$ cat src/shared/spw_regs.svh
// Purpose: Constants of the serial card power switch control block
// Assumes: 20 MHz ref_clk_i, AXI4-Lite register access
// Notes: Offsets are byte addresses
`ifndef SPW_REGS_SVH
`define SPW_REGS_SVH
`define SPW_WORD_W 9
`define SPW_PDOWN_POS 8
`define SPW_A_PROG_LSB 0
`define SPW_A_SUP_LSB 2
`define SPW_B_PROG_LSB 4
`define SPW_B_SUP_LSB 6
`define SPW_OFF_CTRL 4'h0
`define SPW_OFF_STATUS 4'h4
`define SPW_OFF_IRQ 4'h8
`define SPW_OFF_MASK 4'hC
`define SPW_CTRL_RST 2'h0
`define SPW_MASK_RST 4'h0
`define SPW_IRQ_LATCH 0
`define SPW_IRQ_OVER 1
`define SPW_IRQ_THERM 2
`define SPW_IRQ_LOCK 3
`endif

$ cat src/shared/spw_pkg.sv
// Purpose: Types of the serial card power switch control block
// Assumes: Constants live in spw_regs.svh
// Notes: Rail states are one-hot switch selects
package spw_pkg;
   typedef enum logic [1:0] {SPW_SUP_GND, SPW_SUP_LOW, SPW_SUP_HIGH, SPW_SUP_OFF} spw_sup_t;
   typedef enum logic [1:0] {SPW_PRG_GND, SPW_PRG_VCC, SPW_PRG_HIGH, SPW_PRG_OFF} spw_prg_t;
   typedef struct packed {
      logic gnd;
      logic low_rail_sel;
      logic high_rail_sel;
   } spw_sup_sw_t;
   typedef struct packed {
      logic gnd;
      logic vcc_sel;
      logic prog_high_sel;
   } spw_prg_sw_t;
   typedef struct packed {
      spw_sup_sw_t supply;
      spw_prg_sw_t prog;
   } spw_slot_sw_t;
endpackage : spw_pkg

$ cat src/design/spw_sync.sv
// Purpose: Two flip-flop synchroniser for pin levels
// Assumes: Inputs are asynchronous to ref_clk_i
// Notes: First stage is read only by the second
`timescale 1ns/10ps
module spw_sync #(
   parameter int W = 1
) (
   input wire logic ref_clk_i,
   input wire logic resetn_i,
   input wire logic [W-1:0] async_i,
   output logic [W-1:0] sync_o
);
   logic [W-1:0] meta_q;

   if (W < 1)
   begin : g_bad_width
      $error("spw_sync needs a width of at least one bit");
   end

   always_ff @(posedge ref_clk_i or negedge resetn_i)
   begin
      if (!resetn_i)
      begin
         meta_q <= '0;
         sync_o <= '0;
      end
      else
      begin
         meta_q <= async_i;
         sync_o <= meta_q;
      end
   end
endmodule : spw_sync

$ cat src/design/spw_slot_decode.sv
// Purpose: Decode one slot's four control bits into switch selects
// Assumes: Caller applies fault and shutdown overrides via enable_i
// Notes: Purely combinational
`timescale 1ns/10ps
module spw_slot_decode
   import spw_pkg::*;
(
   input wire logic enable_i,
   input wire logic [1:0] sup_code_i,
   input wire logic [1:0] prg_code_i,
   output spw_slot_sw_t sw_o
);
   always_comb
   begin
      sw_o = '0;
      if (enable_i)
      begin
         case (spw_sup_t'(sup_code_i))
            SPW_SUP_LOW: sw_o.supply.low_rail_sel = 1'b1;
            SPW_SUP_HIGH: sw_o.supply.high_rail_sel = 1'b1;
            default: sw_o.supply.gnd = 1'b1; // Both 00 and 11 discharge
         endcase
         case (spw_prg_t'(prg_code_i))
            SPW_PRG_GND: sw_o.prog.gnd = 1'b1;
            SPW_PRG_VCC: sw_o.prog.vcc_sel = 1'b1;
            SPW_PRG_HIGH: sw_o.prog.prog_high_sel = 1'b1;
            default: sw_o.prog = '0;
         endcase
      end
   end
endmodule : spw_slot_decode

$ cat src/design/spw_ctrl.sv
// Purpose: Serial control word capture, rail decode and fault handling
// Assumes: Link pins are asynchronous, sampled by ref_clk_i through two flops
// Notes: Link clock must stay well below ref_clk_i / 4 to be seen
//
// The AXI4-Lite slave port and the address map were decided locally.
`timescale 1ns/10ps
`include "spw_regs.svh"

module spw_ctrl
   import spw_pkg::*;
(
   input wire logic ref_clk_i,
   input wire logic resetn_i,
   input wire logic ser_data_i,
   input wire logic ser_clk_i,
   input wire logic ser_latch_i,
   input wire logic [3:0] over_cur_i,
   input wire logic therm_hot_i,
   input wire logic [3:0] below_gnd_i,
   output spw_slot_sw_t slot_a_sw_o,
   output spw_slot_sw_t slot_b_sw_o,
   output logic [3:0] limit_en_o,
   output logic quiescent_o,
   output logic fault_current_flag_n_o,
   output logic irq_o,
   input wire logic [3:0] s_axi_awaddr,
   input wire logic s_axi_awvalid,
   output logic s_axi_awready,
   input wire logic [31:0] s_axi_wdata,
   input wire logic [3:0] s_axi_wstrb,
   input wire logic s_axi_wvalid,
   output logic s_axi_wready,
   output logic [1:0] s_axi_bresp,
   output logic s_axi_bvalid,
   input wire logic s_axi_bready,
   input wire logic [3:0] s_axi_araddr,
   input wire logic s_axi_arvalid,
   output logic s_axi_arready,
   output logic [31:0] s_axi_rdata,
   output logic [1:0] s_axi_rresp,
   output logic s_axi_rvalid,
   input wire logic s_axi_rready
);
   localparam int NPIN = 8;
   logic [NPIN-1:0] pin_s;
   logic data_s, clk_s, latch_s, hot_s;
   logic [3:0] over_cur_s, bgnd_s;
   logic clk_prev_q, latch_prev_q;
   logic clk_rise, latch_rise;
   logic [`SPW_WORD_W-1:0] shift_q;
   logic [`SPW_WORD_W-1:0] word_q;
   logic lock_q;
   logic [1:0] ctrl_q;
   logic [3:0] irq_q, mask_q, irq_set;
   logic over_any_prev_q, hot_prev_q;
   logic rail_en;

   // Fault inputs come from analog comparators, so they are pins too
   spw_sync #(.W(NPIN)) u_sync (
      .ref_clk_i(ref_clk_i),
      .resetn_i(resetn_i),
      .async_i({ser_data_i, ser_clk_i, ser_latch_i, therm_hot_i, over_cur_i}),
      .sync_o(pin_s)
   );
   spw_sync #(.W(4)) u_sync_bg (
      .ref_clk_i(ref_clk_i),
      .resetn_i(resetn_i),
      .async_i(below_gnd_i),
      .sync_o(bgnd_s)
   );
   assign {data_s, clk_s, latch_s, hot_s, over_cur_s} = pin_s;

   always_ff @(posedge ref_clk_i or negedge resetn_i)
   begin
      if (!resetn_i)
      begin
         clk_prev_q <= 1'b0;
         latch_prev_q <= 1'b0;
      end
      else
      begin
         clk_prev_q <= clk_s;
         latch_prev_q <= latch_s;
      end
   end
   assign clk_rise = clk_s & ~clk_prev_q;
   assign latch_rise = latch_s & ~latch_prev_q;

   // First bit in ends up in D8, last in D0
   always_ff @(posedge ref_clk_i or negedge resetn_i)
   begin
      if (!resetn_i)
         shift_q <= '0;
      else if (clk_rise)
         shift_q <= {shift_q[`SPW_WORD_W-2:0], data_s};
   end

   // Reset word has power_down_bit low: all outputs high impedance
   always_ff @(posedge ref_clk_i or negedge resetn_i)
   begin
      if (!resetn_i)
         word_q <= '0;
      else if (latch_rise)
         word_q <= shift_q;
   end

   // Below-ground latch-off holds until reset stands in for a power cycle
   always_ff @(posedge ref_clk_i or negedge resetn_i)
   begin
      if (!resetn_i)
         lock_q <= 1'b0;
      else if (|bgnd_s)
         lock_q <= 1'b1;
   end

   logic power_down_bit;
   assign power_down_bit = word_q[`SPW_PDOWN_POS];
   assign rail_en = power_down_bit & ~hot_s & ~lock_q & ~ctrl_q[0];

   spw_slot_sw_t a_sw, b_sw;
   spw_slot_decode u_dec_a (
      .enable_i(rail_en),
      .sup_code_i({word_q[`SPW_A_SUP_LSB+1], word_q[`SPW_A_SUP_LSB]}),
      .prg_code_i({word_q[`SPW_A_PROG_LSB], word_q[`SPW_A_PROG_LSB+1]}),
      .sw_o(a_sw)
   );
   spw_slot_decode u_dec_b (
      .enable_i(rail_en),
      .sup_code_i({word_q[`SPW_B_SUP_LSB], word_q[`SPW_B_SUP_LSB+1]}),
      .prg_code_i({word_q[`SPW_B_PROG_LSB], word_q[`SPW_B_PROG_LSB+1]}),
      .sw_o(b_sw)
   );

   always_ff @(posedge ref_clk_i or negedge resetn_i)
   begin
      if (!resetn_i)
      begin
         slot_a_sw_o <= '0;
         slot_b_sw_o <= '0;
         quiescent_o <= 1'b1;
         limit_en_o <= 4'h0;
         fault_current_flag_n_o <= 1'b1;
      end
      else
      begin
         // Switches stay as selected; overcurrent engages the limiter, pulls the fault flag low and sets the overcurrent irq bit
         slot_a_sw_o <= a_sw;
         slot_b_sw_o <= b_sw;
         quiescent_o <= ~power_down_bit;
         limit_en_o <= over_cur_s;
         fault_current_flag_n_o <= ~(|over_cur_s);
      end
   end

   // Events: latch taken, overcurrent start, thermal trip, lock-off
   logic over_any_s;
   assign over_any_s = |over_cur_s;
   always_ff @(posedge ref_clk_i or negedge resetn_i)
   begin
      if (!resetn_i)
      begin
         over_any_prev_q <= 1'b0;
         hot_prev_q <= 1'b0;
      end
      else
      begin
         over_any_prev_q <= over_any_s;
         hot_prev_q <= hot_s;
      end
   end
   assign irq_set = {(|bgnd_s) & ~lock_q, hot_s & ~hot_prev_q,
                     over_any_s & ~over_any_prev_q, latch_rise};

   // AXI4-Lite slave
   logic aw_q, w_q;
   logic [3:0] awaddr_q;
   logic [31:0] wdata_q;
   logic [3:0] wstrb_q;
   logic wr_go;
   assign s_axi_awready = ~aw_q & ~s_axi_bvalid;
   assign s_axi_wready = ~w_q & ~s_axi_bvalid;
   assign wr_go = aw_q & w_q & ~s_axi_bvalid;
   always_ff @(posedge ref_clk_i or negedge resetn_i)
   begin
      if (!resetn_i)
      begin
         aw_q <= 1'b0;
         w_q <= 1'b0;
         awaddr_q <= 4'h0;
         wdata_q <= 32'h0;
         wstrb_q <= 4'h0;
         s_axi_bvalid <= 1'b0;
         s_axi_bresp <= 2'h0;
      end
      else
      begin
         if (s_axi_awvalid && s_axi_awready)
         begin
            aw_q <= 1'b1;
            awaddr_q <= s_axi_awaddr;
         end
         if (s_axi_wvalid && s_axi_wready)
         begin
            w_q <= 1'b1;
            wdata_q <= s_axi_wdata;
            wstrb_q <= s_axi_wstrb;
         end
         if (wr_go)
         begin
            aw_q <= 1'b0;
            w_q <= 1'b0;
            s_axi_bvalid <= 1'b1;
            if (awaddr_q == `SPW_OFF_CTRL || awaddr_q == `SPW_OFF_IRQ ||
                awaddr_q == `SPW_OFF_MASK)
               s_axi_bresp <= 2'h0;
            else
               s_axi_bresp <= 2'h2;
         end
         else if (s_axi_bvalid && s_axi_bready)
            s_axi_bvalid <= 1'b0;
      end
   end

   logic wr_ok;
   assign wr_ok = wr_go & wstrb_q[0];
   always_ff @(posedge ref_clk_i or negedge resetn_i)
   begin
      if (!resetn_i)
      begin
         ctrl_q <= `SPW_CTRL_RST;
         mask_q <= `SPW_MASK_RST;
      end
      else if (wr_ok)
      begin
         if (awaddr_q == `SPW_OFF_CTRL)
            ctrl_q <= wdata_q[1:0];
         else if (awaddr_q == `SPW_OFF_MASK)
            mask_q <= wdata_q[3:0];
      end
   end

   // Set wins over a write-one clear in the same cycle
   logic [3:0] irq_clr;
   assign irq_clr = (wr_ok && awaddr_q == `SPW_OFF_IRQ) ? wdata_q[3:0] : 4'h0;
   always_ff @(posedge ref_clk_i or negedge resetn_i)
   begin
      if (!resetn_i)
         irq_q <= 4'h0;
      else
         irq_q <= (irq_q & ~irq_clr) | irq_set;
   end
   assign irq_o = |(irq_q & mask_q);

   logic [31:0] rd_val;
   logic rd_bad;
   always_comb
   begin
      rd_val = 32'h0;
      rd_bad = 1'b0;
      if (s_axi_araddr == `SPW_OFF_CTRL)
         rd_val = {30'h0, ctrl_q};
      else if (s_axi_araddr == `SPW_OFF_STATUS)
         rd_val = {12'h0, lock_q, hot_s, over_cur_s, 5'h0, word_q};
      else if (s_axi_araddr == `SPW_OFF_IRQ)
         rd_val = {28'h0, irq_q};
      else if (s_axi_araddr == `SPW_OFF_MASK)
         rd_val = {28'h0, mask_q};
      else
         rd_bad = 1'b1;
   end
   assign s_axi_arready = ~s_axi_rvalid;
   always_ff @(posedge ref_clk_i or negedge resetn_i)
   begin
      if (!resetn_i)
      begin
         s_axi_rvalid <= 1'b0;
         s_axi_rdata <= 32'h0;
         s_axi_rresp <= 2'h0;
      end
      else if (s_axi_arvalid && s_axi_arready)
      begin
         s_axi_rvalid <= 1'b1;
         s_axi_rdata <= rd_val;
         s_axi_rresp <= rd_bad ? 2'h2 : 2'h0;
      end
      else if (s_axi_rvalid && s_axi_rready)
         s_axi_rvalid <= 1'b0;
   end

   a_shift_in: assert property (@(posedge ref_clk_i) disable iff (!resetn_i)
      clk_rise |=> shift_q[0] == $past(data_s))
      else $error("serial bit not shifted in");
   a_latch_load: assert property (@(posedge ref_clk_i) disable iff (!resetn_i)
      latch_rise |=> word_q == $past(shift_q))
      else $error("word not latched");
   a_word_hold: assert property (@(posedge ref_clk_i) disable iff (!resetn_i)
      !latch_rise |=> $stable(word_q))
      else $error("word changed without latch");
   a_power_down_bit_hiz: assert property (@(posedge ref_clk_i) disable iff (!resetn_i)
      !power_down_bit |=> slot_a_sw_o == '0 && slot_b_sw_o == '0 && quiescent_o)
      else $error("outputs driven in shutdown");
   a_over_flag: assert property (@(posedge ref_clk_i) disable iff (!resetn_i)
      fault_current_flag_n_o == !$past(over_any_s))
      else $error("fault flag wrong");
   a_over_keep: assert property (@(posedge ref_clk_i) disable iff (!resetn_i)
      over_any_s && rail_en && $past(rail_en) && $stable(word_q) |=>
      $stable(slot_a_sw_o) && $stable(slot_b_sw_o))
      else $error("overcurrent changed selection");
   a_limit_follow: assert property (@(posedge ref_clk_i) disable iff (!resetn_i)
      limit_en_o == $past(over_cur_s))
      else $error("limiter not following overcurrent sense");
   a_quiet_off: assert property (@(posedge ref_clk_i) disable iff (!resetn_i)
      power_down_bit |=> !quiescent_o)
      else $error("quiescent while powered");
   a_therm_off: assert property (@(posedge ref_clk_i) disable iff (!resetn_i)
      hot_s |=> slot_a_sw_o == '0 && slot_b_sw_o == '0)
      else $error("outputs on during thermal limit");
   a_lock_off: assert property (@(posedge ref_clk_i) disable iff (!resetn_i)
      lock_q |=> lock_q && slot_a_sw_o == '0 && slot_b_sw_o == '0)
      else $error("lock-off released");
   a_sup_gnd: assert property (@(posedge ref_clk_i) disable iff (!resetn_i)
      rail_en && word_q[3:2] == 2'h0 |=> slot_a_sw_o.supply.gnd)
      else $error("slot a supply not grounded");
   a_slot_b_high: assert property (@(posedge ref_clk_i) disable iff (!resetn_i)
      rail_en && word_q[7:6] == 2'h1 |=> slot_b_sw_o.supply.high_rail_sel)
      else $error("slot b high rail not selected");
   a_slot_a_low: assert property (@(posedge ref_clk_i) disable iff (!resetn_i)
      rail_en && word_q[3:2] == 2'h1 |=> slot_a_sw_o.supply.low_rail_sel)
      else $error("slot a low rail not selected");
   a_prog_gnd_b: assert property (@(posedge ref_clk_i) disable iff (!resetn_i)
      rail_en && word_q[5:4] == 2'h0 |=> slot_b_sw_o.prog.gnd)
      else $error("slot b programming rail not grounded");
endmodule : spw_ctrl

$ cat config.mk
export PLATFORM = sky130hd
export DESIGN_NAME = spw_ctrl
export DESIGN_NICKNAME = d
export VERILOG_FILES = /design/src/shared/spw_pkg.sv /design/src/design/spw_sync.sv /design/src/design/spw_slot_decode.sv /design/src/design/spw_ctrl.sv
export VERILOG_INCLUDE_DIRS = /design/src /design/src/shared
export SDC_FILE = /design/constraint.sdc
export NUM_CORES = 1
export LEC_CHECK = 0
export BUFFER_PORTS_ARGS = -buffer_cell sky130_fd_sc_hd__buf_2
export CAP_MARGIN = 20
export CORE_ASPECT_RATIO = 1.1
export CORE_MARGIN = 3
export CORE_UTILIZATION = 45
export DETAILED_ROUTE_END_ITERATION = 12
export PLACE_DENSITY = 0.83
export SYNTH_ARGS = -nofsm -noshare
export SYNTH_HDL_FRONTEND = slang
export SYNTH_SLANG_ARGS = --single-unit
$ cat constraint.sdc
create_clock -name ref_clk_i -period 1.7 [get_ports ref_clk_i]
set_clock_uncertainty 0.05 [all_clocks]
set_input_delay 0.085 -clock ref_clk_i [delete_from_list [all_inputs] [get_ports ref_clk_i]]
set_output_delay 0.085 -clock ref_clk_i [all_outputs]
set_load 0.05 [all_outputs]
Yosys cells after proc, flatten, opt, wreduce, memory -nomap -nowiden
Cells that the tools add are included.

Output and inout port bits: 60. Word-level logic and storage cells: 139. Bits of input ports: 63. Flip-flop bits (word level): 124.

Bitwise operators: 31. Muxes and demuxes: 33. Reduce and logical (&&, ||, !) cells: 23. Equal/unequal tests: 13.

Operators with widths (number): 20-bit 2-to-1 mux (2); 1-bit 2-to-1 mux (24); 4-bit == test, second input constant (4); 1-bit inverter (14); 1-bit AND (13); 4-bit 2-to-1 mux (3); 6-bit 2-to-1 mux (2); 4-bit OR reduction (3); 4-bit AND (2); 2-bit by 1-bit == test with 1-bit output, second input constant (4); 2-bit == test, second input constant (4); 4-bit logical NOT (2); 2-bit nonzero test (4); 1-bit logical AND (6); 4-bit by 3-bit == test with 1-bit output, second input constant (1); 2-bit logical NOT (2); 2-bit 2-to-1 mux (2); 4-bit inverter (1); 4-bit OR (1); 2-bit OR reduction (2); 3-bit AND reduction (1); 1-bit logical OR (2); 2-bit AND reduction (1).

Depth between registers and ports, before layout
Gate-level depths: netlist of run 1.

Word-level depth: 8. Gate-level depth with buffers: 5. Gate-level depth less buffers: 3.

Hierarchy
Synthesis of run 1 repeated with hierarchy kept, for this count alone.

Cell total of the unflattened synthesis: 270. Area, all modules: 3886.2 sq um.

By module, submodules not included: spw_ctrl (area an instance 3115.5 sq um, times used 1, cells an instance 226, sequential area each 2029.4 sq um); spw_sync at u_sync (area an instance 400.4 sq um, times used 1, cells an instance 16, sequential area each 400.4 sq um); spw_sync at u_sync_bg (area an instance 200.2 sq um, times used 1, cells an instance 8, sequential area each 200.2 sq um); spw_slot_decode (area an instance 85.1 sq um, times used 2, cells an instance 10, sequential area each 0.0 sq um).

Least setup slack after synthesis of run 1
Ideal clock, no wire load.

Path type: register to register. Start: register s_axi_bvalid. End: register wdata_q[0]. Data arrival time: 2111 ps. Library setup time: 125 ps. Period minus slack after synthesis: 2286 ps. Path buffers: 1. Stages on the path, launching flop included: 5. Setup slack: -586 ps. Required time: 1525 ps. Cells stage by stage: dfrtp_1 -> nor2_1 -> and2_1 -> clkbuf_1 -> mux2_2.

Longest elaborated chain between the ends: 3.

Ends and longest elaborated chain: start: declaration (RTL line spw_ctrl.sv:34) `output logic s_axi_bvalid,`; start signal: assignment (RTL line spw_ctrl.sv:192) `s_axi_bvalid <= 1'b0;`; start signal: assignment (RTL line spw_ctrl.sv:212) `s_axi_bvalid <= 1'b1;`; start signal: assignment (RTL line spw_ctrl.sv:220) `s_axi_bvalid <= 1'b0;`; 1-bit inverter (RTL line spw_ctrl.sv:181) `assign s_axi_wready = ~w_q & ~s_axi_bvalid;`; 1-bit AND (RTL line spw_ctrl.sv:181); named net s_axi_wready (RTL line spw_ctrl.sv:32) `output logic s_axi_wready,`; 1-bit logical AND (RTL line spw_ctrl.sv:202) `if (s_axi_wvalid && s_axi_wready)`; end signal: assignment (RTL line spw_ctrl.sv:205) `wdata_q <= s_axi_wdata;`; end: declaration (RTL line spw_ctrl.sv:177) `logic [31:0] wdata_q;`.

The timed path passes the listed nets, and every way through them passes these cells. A chain may end at the register's enable or synchronous reset.

Worst setup path after layout of run 1
Start: register awaddr_q[1]. End: register irq_q[3].

Longest elaborated chain between the ends: 6.

Ends and longest elaborated chain: start: declaration (RTL line spw_ctrl.sv:176) `logic [3:0] awaddr_q;`; start signal: assignment (RTL line spw_ctrl.sv:200) `awaddr_q <= s_axi_awaddr;`; 4-bit == test (no line); 1-bit logical AND (no line); 4-bit 2-to-1 mux (RTL line spw_ctrl.sv:244) `` assign irq_clr = (wr_ok && awaddr_q == `SPW_OFF_IRQ) ? wdata_q[3:0] : 4'h0; ``; 4-bit inverter (RTL line spw_ctrl.sv:250) `irq_q <= (irq_q & ~irq_clr) | irq_set;`; 4-bit AND (RTL line spw_ctrl.sv:250); 4-bit OR (RTL line spw_ctrl.sv:250); end signal: assignment (RTL line spw_ctrl.sv:250); end: declaration (RTL line spw_ctrl.sv:54) `logic [3:0] irq_q, mask_q, irq_set;`.

No other way between the ends.

==> Flow_metrics.wiki, run 1 <==
{| class="wikitable"
! Metric !! Value
|-
| GRT Total Usage || 16.7%
|-
| Share of the synthesized area in the top cell type || between 60% and 70%
|-
| Post-layout min period || 1.80 ns
|-
| Die height || roughly 100 um
|-
| Violated checks || setup timing
|-
| Register area share after synthesis || 68.1%
|-
| Outcome || finished with violations
|-
| Post-Syn Instances || 279
|-
| Largest driver fanout on the critical path || 3
|-
| Actual transition at the worst max-transition pin || just over 0.6 ns
|-
| Timing-limited maximum frequency || 555 MHz
|-
| Clock latency on the worst-skew pair || 0.38 ns
|-
| Startpoint of the most critical setup path || awaddr_q[1]$_DFFE_PN0P_
|-
| Sw frac || 35.6%
|-
| Total number of placement rows || 34
|-
| Max-cap violations || 0
|-
| Layout Nets || approximately 460
|-
| Antenna-violating nets left || 0
|-
| CTS tree || built
|-
| Vias per Instance || roughly 5
|-
| ANT cells || 0
|-
| Number of top-level design ports || roughly 120
|-
| Routed Wire Length || 7430 um
|-
| Util after Layout || 60.0%
|-
| Hold Path Class || input port to flip-flop
|-
| Setup Slack @ Placement || -0.0647 ns
|-
| Cell variety after synth || 37
|-
| CTS root buf || clkbuf_8
|-
| Gp weighted congestion || 0.833
|-
| Number of vias in the routed layout || about 2.5k
|-
| NetSw || 2.46 mW
|-
| Max-slew headroom at the worst pin || roughly three fifths
|-
| Relative contribution of the clock network to total power || 24.0%
|-
| Internal power consumption || around 4.4 mW
|-
| Kind of start point of the critical path || flip-flop
|-
| Worst R2R Path Depth || 4
|-
| Worst hold stages || 3
|-
| Reg-to-reg critical path endpoint || irq_q[3]$_DFF_PN0_
|-
| Fraction of power consumed by sequential logic || 49.1%
|-
| Final Hold Vio Count || 0
|-
| CTS HTree Levels || 3
|-
| Core Footprint || 8130 um^2
|-
| Worst Hold Launch || s_axi_araddr[1]
|-
| Initial antenna violation count || 0
|-
| Die width || between 90 and 100 um
|-
| Overflow left after global routing || 0
|-
| Detailed-routing iteration count for the pre-antenna-repair pass || 4
|-
| Effective utilization at floorplan || between 40% and 50%
|-
| Power Density || 1410 nW/um^2
|-
| Number of buffers created by CTS || 9
|-
| Fraction of final layout cells with drive strength greater than 1 || between 30% and 40%
|-
| Setup violations, final || 6
|-
| Pin count of the biggest net entering global routing || just over 50
|-
| RSZ-0062 raised after global routing || yes
|-
| Area enclosed by the die boundary || 9730 um^2
|-
| Sink of the worst hold path || s_axi_rresp[1]$_DFFE_PN0P_
|-
| Clock input transition at the sequential cells of the worst setup and hold paths || 0.11 ns
|-
| Worst hold slack || 0.0175 ns
|-
| Total of flip-flops plus latches after synthesis || 105
|-
| Crit path DAT || ~2 ns
|-
| Via count of the first global-routing pass || 2546
|-
| IR Drop Worst-Case VDD || 0.603 mV
|-
| Post-detail-place hpwl || 5080 um
|-
| Final-layout setup total negative slack || -0.437 ns
|-
| Startpoint of the lowest-slack register-to-register path || awaddr_q[1]$_DFFE_PN0P_
|-
| Biggest area contributors in the synthesized netlist || dfrtp_1, mux2_2, buf_4, a22o_1, o21ai_0
|-
| Synthesized area || around 3900 um^2
|-
| Cell leakage power || 2.39 nW
|-
| Area added between synthesis and finish || 26.3%
|-
| Max Slew Vio Count || 0
|-
| Worst Setup Path Type || flip-flop to flip-flop
|-
| Worst setup EP type || flip-flop
|-
| First-pass GRT wire length || between 10000 and 15000 um
|-
| Fill cell total of the finished layout || 666
|-
| WL/cell || between 10 and 15 um
|-
| Yosys warnings || 0
|-
| Period Utilization, post-route || 106%
|-
| Smallest setup slack after layout || -0.101 ns
|-
| Num Clock Sinks || roughly 110
|-
| Library cell occupying the most area in the post-synthesis netlist || dfrtp_1
|-
| Port Buffer Count || 72
|-
| Max clock buf depth || 2
|-
| CP required || between 1.5 and 2 ns
|-
| Proportion of power drawn by combinational gates || 26.9%
|-
| Post-synthesis average cell area || ~14 um^2
|-
| Flop2flop setup slack || -0.10 ns
|-
| Number of remaining DRC errors || 0
|-
| DRC violation total after the first TritonRoute iteration || 114
|}
==> final cells by class <==
type | count | area, um^2 | area share (%)
multi-input cells | 151 | 1080 | 22.2
clock buffers | 9 | 124 | 2.54
well taps | 108 | 135 | 2.77
inverters | 12 | 45.0 | 0.924
flip-flops and latches | 105 | 2630 | 54.0
clock inverters | 7 | 95.1 | 1.95
repair buffers | 115 | 761 | 15.6
==> worst max-delay path, stage by stage, from the launching register on <==
cell and delay (ns):
dfrtp_1 0.39, or3b_4 0.41, or4_4 0.52, buf_4 0.16, a21o_1 0.17
==> per-stage QoR <==
stage               std cells  area [um^2]  power, mW
finish                    507         4880       6.90
CTS                       506         4870       6.94
detailed placement        465         4400       5.24
global route              507         4880       7.30
global placement          465         4400       5.14
floorplan                 297         3950       4.69
==> kinds of logic (layout without fill, tap and decap cells) <==
family / Yosys count / after routing / share of synthesized area, %
multiplexers: 28 / 28 / 8.17
other: 1 / 19 / 0.0972
AO/OA/AOI/OAI: 47 / 47 / 8.40
buffers and inverters: 41 / 143 / 5.90
flip-flops: 105 / 105 / 68.1
AND/OR/NAND/NOR: 53 / 53 / 8.01
adder cells (fa/ha/maj): 4 / 4 / 1.30
==> synthesized netlist by cell type <==
master     count
o31ai_1        2
or4b_1         1
nand3b_1       3
or3b_4         1
buf_4         19
and2_1         7
dfstp_2        2
mux2_2        28
o22a_1         1
o211ai_1       1
nor2_1         7
or4_1          1
a31oi_1        1
nor3_1         3
nand2b_1       3
o2111ai_1      2
a21oi_1        7
o22ai_1        2
dfrtp_1      103
or4_4          2
buf_1          1
nand2_1       12
nor2b_1        4
a221o_1        1
ha_1           4
a22o_1        11
buf_2          2
o21ai_0       11
inv_1         12
nor3b_1        4
a22oi_1        2
and2_0         1
clkbuf_1       7
a211oi_1       1
conb_1         1
nor4_1         4
a21o_1         5
==> how the worst max path moves through the flow <==
stage | cells past startpoint | to | slack [ns]
5_1_grt | 4 | irq_q[1]$_DFF_PN0_ | -0.12
3_3_place_gp | 3 | irq_q[2]$_DFF_PN0_ | -0.05
2_1_floorplan | 3 | mask_q[0]$_DFFE_PN0P_ | -0.09
3_5_place_dp | 3 | irq_q[2]$_DFF_PN0_ | -0.06
6_report | 4 | irq_q[3]$_DFF_PN0_ | -0.10
4_1_cts | 3 | irq_q[2]$_DFF_PN0_ | -0.09
==> timing repair <==
action | CTS | global route
endpoints found under the setup margin | 3 | 3
setup buffers | 0 | 1
pin swaps | 0 | 1
endpoints found under the hold margin | 69 | 0
hold buffers | 25 | 0
gates resized for setup | 0 | 0
==> registers in the layout (all words and copies together) (netlist names), 2 cells and up <==
signal	cells
ctrl_q	2
limit_en_o	4
irq_q	4
slot_a_sw_o	6
word_q	9
s_axi_rdata	15
shift_q	9
wdata_q	4
u_sync.meta_q	8
u_sync_bg.sync_o	4
mask_q	4
u_sync.sync_o	8
slot_b_sw_o	6
u_sync_bg.meta_q	4
awaddr_q	4
==> power by group through the flow <==
stage          Sequential, mW  Combinational (mW)  Clock (mW)
4_1_cts                  3.39                1.86        1.70
3_3_place_gp             3.40                1.73           0
3_5_place_dp             3.44                1.80           0
2_1_floorplan            3.60                1.09           0
5_1_grt                  3.46                2.01        1.82
6_report                 3.39                1.85        1.66
==> cell usage in the layout, fill, tap and decap left out, types with 2 or more instances in the layout <==
cell type	instances
o31ai_1	2
or4_4	2
nand3b_1	3
dlygate4sd3_1	25
mux2_2	28
nor4_1	4
a22oi_1	2
conb_1	19
nand2b_1	3
and2_1	7
inv_8	2
nor3_1	3
dfrtp_1	102
clkbuf_8	9
a21oi_1	7
o2111ai_1	2
a22o_1	11
nor2_4	2
o21ai_0	11
nor2_1	5
ha_1	4
inv_6	3
inv_1	12
nand2_1	12
nor3b_1	4
buf_4	18
a21o_1	5
nor2b_1	4
buf_2	71
o22ai_1	2
dfstp_2	2
==> metal layers <==
metal,track usage [%],wire length (um),up-vias
li1,-,-,1161
met1,21.9,3200,1246
met2,26.9,3740,78
met3,3.14,395,7
met4,8.00,98,0
met5,0,0,-
Power figures use the tool's default switching activity.
==> run 2, diff against run 1 <==
--- a/config.mk
+++ b/config.mk
@@ -10,9 +10,10 @@
 export CAP_MARGIN = 20
 export CORE_ASPECT_RATIO = 1.1
 export CORE_MARGIN = 3
-export CORE_UTILIZATION = 45
+export CORE_UTILIZATION = 47
+export CTS_BUF_LIST = sky130_fd_sc_hd__clkbuf_8
 export DETAILED_ROUTE_END_ITERATION = 12
-export PLACE_DENSITY = 0.83
+export PLACE_DENSITY = 0.86
 export SYNTH_ARGS = -nofsm -noshare
 export SYNTH_HDL_FRONTEND = slang
 export SYNTH_SLANG_ARGS = --single-unit
==> run 2 against run 1 <==
  * The flow still finishes with violations (setup timing)
  * Worst setup slack worse by 0.0050 ns
  * Non-clock buffer count fell by 2
  * Critical path type unchanged
  * Design area barely moved
  * Sequential power about the same
  * Clock power is 5% higher
  * Total power increased by 1.9%
  * Largest cell class unchanged
==> Flow_metrics.wiki, run 2 (synthesized netlist as in run 1, its figures left out) <==
{| class="wikitable"
! Metric !! Value
|-
| IR Drop Worst-Case VDD || 0.650 mV (+7.9%)
|-
| Crit path DAT || 2.01 ns (about the same)
|-
| CP required || 1.90 ns (-0.02 ns)
|-
| Antenna-violating nets left || 0 (unchanged)
|-
| Initial antenna violation count || 0 (unchanged)
|-
| Worst R2R Path Depth || 3 (-1)
|-
| Actual transition at the worst max-transition pin || 0.525 ns (-0.0870 ns)
|-
| Max Slew Vio Count || 0 (unchanged)
|-
| Util after Layout || 61.3% (+1.3 points)
|-
| Period Utilization, post-route || 106% (+0.30 points)
|-
| Top layer reached by signal wires || met4
|-
| Setup Slack @ Placement || -0.0643 ns (+0.000428 ns)
|-
| Cts repair resizes || 0 (unchanged)
|-
| CTS tree || built
|-
| Post-layout min period || 1.81 ns (+0.00502 ns)
|-
| CTS HTree Levels || 3 (unchanged)
|-
| Most common library cell in the layout ignoring fill and taps || dfrtp_1
|-
| Number of flip-flops in the largest register || 15 (unchanged)
|-
| Clock input transition at the sequential cells of the worst setup and hold paths || 0.10 ns (about the same)
|-
| Total length of routed met2 wires || 3660 um (-2.2%)
|-
| Cell leakage power || 2.38 nW (about the same)
|-
| Gp weighted congestion || 0.823 (-1.2%)
|-
| Outcome || finished with violations
|-
| Core Footprint || 7960 um^2 (-2.1%)
|-
| First-pass GRT wire length || 12300 um (+0.11%)
|-
| Internal power consumption || 4.60 mW (+3.4%)
|-
| Kind of start point of the critical path || flip-flop
|-
| Worst hold stages || 3 (unchanged)
|-
| Number of buffers created by CTS || 9 (unchanged)
|-
| WL/cell || 14.9 um (+1.6%)
|-
| Worst setup EP type || flip-flop
|-
| Fraction of final layout cells with drive strength greater than 1 || 35.3% (-0.32 points)
|-
| Effective utilization at floorplan || 48.5% (+1.0 points)
|-
| Via count of the first global-routing pass || 2572 (+1.0%)
|-
| Met1 layer wirelength in the final routing || 3200 um (+0.19%)
|-
| Area added between synthesis and finish || 26.4% (about the same)
|-
| Pin count of the biggest net entering global routing || 40 (-22%)
|-
| Number of vias in the routed layout || 2447 (-1.8%)
|-
| Violated checks || setup timing
|-
| Timing-limited maximum frequency || 554 MHz (-0.28%)
|-
| Max-cap violations || 0 (unchanged)
|-
| Hold Path Class || input port to flip-flop
|-
| Routed Wire Length || 7520 um (+1.2%)
|-
| Setup violations, final || 3 (-3)
|-
| Num Clock Sinks || 105 (unchanged)
|-
| Smallest setup slack after layout || -0.106 ns (-0.00502 ns)
|-
| GRT Total Usage || 17.2% (+0.50 points)
|-
| Max clock buf depth || 2 (unchanged)
|-
| Fraction of power consumed by sequential logic || 48.3% (-0.8 points)
|-
| Detailed-routing iteration count for the pre-antenna-repair pass || 4 (unchanged)
|-
| Largest driver fanout on the critical path || 4 (+1)
|-
| # placed instances || 463 (-0.43%)
|-
| Max-slew headroom at the worst pin || 64.7% (+5.5 points)
|-
| Power Density || 1440 nW/um^2 (+1.9%)
|-
| Proportion of power drawn by combinational gates || 27.0% (about the same)
|-
| Layout Nets || 459 (-0.43%)
|-
| Worst hold slack || 0.0413 ns (+0.0237 ns)
|-
| Wire length on met3 || 432 um (+9.4%)
|-
| DRC violation total after the first TritonRoute iteration || 136 (+19%)
|-
| Die width || 92.4 um (-2.0%)
|-
| Most flops, register || s_axi_rdata
|-
| RSZ-0062 raised after global routing || yes
|-
| Sw frac || 34.6% (-0.96 points)
|-
| Largest registers in the final layout || s_axi_rdata: 15 flops, shift_q: 9 flops, word_q: 9 flops
|-
| Die height || 101 um (-2.0%)
|-
| Vias per Instance || 4.85 (-1.4%)
|-
| Relative contribution of the clock network to total power || 24.7% (+0.7 points)
|-
| Number of top-level design ports || 123 (unchanged)
|-
| Final Hold Vio Count || 0 (unchanged)
|-
| Overflow left after global routing || 0 (unchanged)
|-
| Leading cell types in the layout, fill and taps excluded || dfrtp_1, buf_2, mux2_2, dlygate4sd3_1, conb_1
|-
| ANT cells || 0 (unchanged)
|-
| Clock latency on the worst-skew pair || 0.37 ns (about the same)
|-
| Post-detail-place hpwl || 5020 um (-1.2%)
|-
| Area enclosed by the die boundary || 9340 um^2 (-4.0%)
|-
| Fill cell total of the finished layout || 604 (-9.3%)
|-
| Total number of placement rows || 34 (unchanged)
|-
| Worst Setup Path Type || flip-flop to flip-flop
|-
| Number of remaining DRC errors || 0 (unchanged)
|-
| CTS root buf || clkbuf_8
|-
| Port Buffer Count || 72 (unchanged)
|-
| Total power || 7.03 mW (+1.9%)
|-
| Final instance count without filler cells || 505 (-0.39%)
|-
| NetSw || 2.43 mW (-0.84%)
|}
run 2: area by class of cell:
type / instances / area [um^2] / area share, %
Sequential cell: 105 / 2630 / 54.0
Multi-Input combinational cell: 151 / 1080 / 22.2
Timing Repair Buffer: 113 / 746 / 15.3
Tap cell: 108 / 135 / 2.77
Clock buffer: 9 / 124 / 2.54
Clock inverter: 7 / 111 / 2.28
Inverter: 12 / 45.0 / 0.924
run 2: timing repair:
| item | 4_1_cts | 5_1_grt |
|---|---|---|
| hold buffers | 25 | 0 |
| pin swaps | 0 | 2 |
| gates cloned | 0 | 0 |
| hold endpoints to repair | 58 | 0 |
| endpoints found under the setup margin | 3 | 10 |
| buffers inserted | 0 | 1 |
run 2: per-layer routing:
metal	track usage, %	vias up
met5	0	-
met2	27.6	89
met3	4.33	16
met4	8.46	0
li1	-	1156
met1	21.9	1186
run 2: worst paths after layout:
| kind | start | to | slack (ns) |
|---|---|---|---|
| worst max-delay path | awaddr_q[1]$_DFFE_PN0P_ | irq_q[2]$_DFF_PN0_ | -0.11 |
| worst min-delay path | s_axi_araddr[1] | s_axi_rresp[1]$_DFFE_PN0P_ | 0.04 |
| min in group asynchronous | resetn_i | s_axi_rdata[0]$_DFFE_PN0P_ | 0.15 |
| worst max register to register | awaddr_q[1]$_DFFE_PN0P_ | irq_q[2]$_DFF_PN0_ | -0.11 |
| worst min register to register | u_sync.meta_q[6]$_DFF_PN0_ | u_sync.sync_o[6]$_DFF_PN0_ | 0.31 |
| max in group asynchronous | resetn_i | quiescent_o$_DFF_PN1_ | 0.78 |
run 2: stage by stage:
| stage | TNS, ns | instance area [um^2] |
|---|---|---|
| floorplan | -0.449 | 3950 |
| global placement | -0.0371 | 4380 |
| detailed placement | -0.0820 | 4380 |
| CTS | -0.154 | 4870 |
| global route | -0.552 | 4880 |
| finish | -0.284 | 4880 |
run 2: worst max-delay path, cell delays in order (launching register included):
cell,delay [ns]
dfrtp_1,0.40
or3b_4,0.41
or4_4,0.52
a221o_1,0.31
run 2: power by group through the flow:
stage / Clock [mW] / Combinational, mW / Sequential [mW]
2_1_floorplan: 0 / 1.09 / 3.60
3_3_place_gp: 0 / 1.76 / 3.40
3_5_place_dp: 0 / 1.82 / 3.43
4_1_cts: 1.79 / 1.87 / 3.38
5_1_grt: 1.90 / 2.06 / 3.46
6_report: 1.74 / 1.90 / 3.40
==> run 3, diff against run 2 <==
--- a/config.mk
+++ b/config.mk
@@ -10,10 +10,10 @@
 export CAP_MARGIN = 20
 export CORE_ASPECT_RATIO = 1.1
 export CORE_MARGIN = 3
-export CORE_UTILIZATION = 47
+export CORE_UTILIZATION = 40
 export CTS_BUF_LIST = sky130_fd_sc_hd__clkbuf_8
 export DETAILED_ROUTE_END_ITERATION = 12
-export PLACE_DENSITY = 0.86
+export PLACE_DENSITY = 0.76
 export SYNTH_ARGS = -nofsm -noshare
 export SYNTH_HDL_FRONTEND = slang
 export SYNTH_SLANG_ARGS = --single-unit
==> run 3 against run 2 <==
  * The run still ends with setup timing left
  * Register-to-register slack gained 0.03 ns
  * Sequential power is essentially flat
  * Worst setup slack gained 0.029 ns
  * Final cell count grew 1.2%
  * Worst hold slack gained 0.030 ns
  * Clock-buffer cell count is the same
  * First-iteration DRC count shrank 14%
  * Core utilization shrank 8.2 points
  * Clock power shrank 9.8%
  * Sequential cell count is the same
==> Flow_metrics.wiki, run 3 (synthesized netlist as in run 1, its figures left out) <==
{| class="wikitable"
! Metric !! Value
|-
| Violated checks || setup timing
|-
| Timing-limited maximum frequency || 563 MHz (+1.7%)
|-
| Most common library cell in the layout ignoring fill and taps || dfrtp_1
|-
| Initial antenna violation count || 0 (unchanged)
|-
| Setup violations, final || 3 (unchanged)
|-
| Post-layout min period || 1.78 ns (-0.0294 ns)
|-
| Detailed-routing iteration count for the pre-antenna-repair pass || 4 (unchanged)
|-
| Clock latency on the worst-skew pair || 0.37 ns (about the same)
|-
| Core Footprint || 9140 um^2 (+15%)
|-
| Number of buffers created by CTS || 9 (unchanged)
|-
| Effective utilization at floorplan || 42.2% (-6.3 points)
|-
| Top layer reached by signal wires || met4
|-
| Overflow left after global routing || 0 (unchanged)
|-
| Fraction of final layout cells with drive strength greater than 1 || 35.3% (unchanged)
|-
| Power Density || 1410 nW/um^2 (-2.4%)
|-
| Worst setup EP type || flip-flop
|-
| Smallest setup slack after layout || -0.0763 ns (+0.0294 ns)
|-
| Leading cell types in the layout, fill and taps excluded || dfrtp_1, buf_2, mux2_2, dlygate4sd3_1, conb_1
|-
| WL/cell || 14.4 um (-3.1%)
|-
| Antenna-violating nets left || 0 (unchanged)
|-
| Period Utilization, post-route || 104% (-1.7 points)
|-
| Port Buffer Count || 72 (unchanged)
|-
| Max-slew headroom at the worst pin || 57.4% (-7.3 points)
|-
| ANT cells || 0 (unchanged)
|-
| Clock input transition at the sequential cells of the worst setup and hold paths || 0.09 ns (about the same)
|-
| Layout Nets || 459 (unchanged)
|-
| Actual transition at the worst max-transition pin || 0.633 ns (+0.109 ns)
|-
| Largest driver fanout on the critical path || 4 (unchanged)
|-
| Die height || 109 um (+7.9%)
|-
| Number of vias in the routed layout || 2470 (+0.94%)
|-
| Worst hold slack || 0.0713 ns (+0.0300 ns)
|-
| Flop2flop setup slack || -0.08 ns (+0.03 ns)
|-
| Crit path DAT || 1.98 ns (-0.03 ns)
|-
| Max-cap violations || 0 (unchanged)
|-
| Number of top-level design ports || 123 (unchanged)
|-
| Vias per Instance || 4.83 (-0.25%)
|-
| Max clock buf depth || 2 (unchanged)
|-
| CTS HTree Levels || 3 (unchanged)
|-
| Pin count of the biggest net entering global routing || 42 (+5.0%)
|-
| Met1 layer wirelength in the final routing || 3270 um (+2.0%)
|-
| RSZ-0062 raised after global routing || yes
|-
| Die width || 99.7 um (+7.9%)
|-
| Wire length on met3 || 481 um (+11%)
|-
| Number of remaining DRC errors || 0 (unchanged)
|-
| Num Clock Sinks || 105 (unchanged)
|-
| First-pass GRT wire length || 12100 um (-1.5%)
|-
| Outcome || finished with violations
|-
| Final Hold Vio Count || 0 (unchanged)
|-
| CTS tree || built
|-
| Worst Setup Path Type || flip-flop to flip-flop
|-
| Kind of start point of the critical path || flip-flop
|-
| Max Slew Vio Count || 0 (unchanged)
|-
| Most flops, register || s_axi_rdata
|-
| Area enclosed by the die boundary || 10900 um^2 (+16%)
|-
| CTS root buf || clkbuf_8
|-
| Number of flip-flops in the largest register || 15 (unchanged)
|-
| Total length of routed met2 wires || 3470 um (-5.3%)
|-
| Post-detail-place hpwl || 5200 um (+3.5%)
|-
| DRC violation total after the first TritonRoute iteration || 117 (-14%)
|-
| GRT Total Usage || 14.5% (-2.6 points)
|-
| IR Drop Worst-Case VDD || 0.736 mV (+13%)
|-
| Via count of the first global-routing pass || 2496 (-3.0%)
|-
| Largest registers in the final layout || s_axi_rdata: 15 flops, shift_q: 9 flops, word_q: 9 flops
|-
| Cell leakage power || 2.37 nW (-0.63%)
|-
| Total number of placement rows || 36 (+5.9%)
|-
| CP required || 1.90 ns (about the same)
|-
| Hold Path Class || input port to flip-flop
|-
| Routed Wire Length || 7370 um (-1.9%)
|-
| Area added between synthesis and finish || 25.8%
|-
| Cts repair resizes || 0 (unchanged)
|-
| Gp weighted congestion || 0.843 (+2.4%)
|-
| Setup Slack @ Placement || -0.0623 ns (+0.00197 ns)
|}
run 3: path summary, 6_finish.rpt:
kind,from,end,cells after the start
setup / recovery,awaddr_q[1]$_DFFE_PN0P_,irq_q[2]$_DFF_PN0_,3
hold reg to reg,u_sync.meta_q[6]$_DFF_PN0_,u_sync.sync_o[6]$_DFF_PN0_,0
max in group asynchronous,resetn_i,fault_current_flag_n_o$_DFF_PN1_,3
min in group asynchronous,resetn_i,wdata_q[3]$_DFFE_PN0P_,2
setup reg to reg,awaddr_q[1]$_DFFE_PN0P_,irq_q[2]$_DFF_PN0_,3
hold / removal,s_axi_araddr[0],s_axi_rdata[2]$_DFFE_PN0P_,4
run 3: final cells by class:
| class | instances | area (um^2) |
|---|---|---|
| multi-input combinational | 151 | 1080 |
| tap | 114 | 143 |
| clock buffer | 9 | 124 |
| timing repair buffer | 113 | 746 |
| inverter | 12 | 45.0 |
| sequential | 105 | 2630 |
| clock inverter | 7 | 83.8 |
| fill | 773 | 4290 |
run 3: per-stage QoR:
| stage | total power, mW | setup TNS (ns) | instances | area [um^2] | utilization (%) |
|---|---|---|---|---|---|
| after floorplan | 4.69 | -0.449 | 297 | 3950 | - |
| after global routing | 7.21 | -0.210 | 511 | 4860 | 53.1 |
| final | 6.83 | -0.130 | 511 | 4860 | 53.1 |
| after CTS | 6.88 | -0.127 | 510 | 4850 | 53.0 |
| after global placement | 5.18 | -0.0490 | 469 | 4390 | 48.0 |
| after detailed placement | 5.25 | -0.0955 | 469 | 4390 | 48.0 |
run 3: power by group:
| group | switching, mW | total [mW] | leakage (nW) | internal [mW] |
|---|---|---|---|---|
| clock | 0.859 | 1.57 | 0.103 | 0.709 |
| sequential | 0.399 | 3.39 | 1.28 | 2.99 |
| combinational | 1.13 | 1.87 | 0.984 | 0.739 |
| total | 2.39 | 6.83 | 2.37 | 4.44 |
run 3: critical path, stage by stage (launching register included):
cell and delay (ns):
dfrtp_1 0.39, or3b_4 0.41, or4_4 0.52, a221o_1 0.30
run 3: layer usage:
metal	GRT usage (%)	vias up
li1	-	1159
met3	5.76	20
met1	18.9	1216
met4	5.66	0
met2	21.9	75
met5	0	-
run 3: what timing repair did:
action / 4_1_cts / 5_1_grt
endpoints found under the setup margin: 3 / 3
pin swaps: 0 / 0
endpoints found under the hold margin: 127 / 0
setup buffers: 0 / 1
hold buffers: 25 / 0
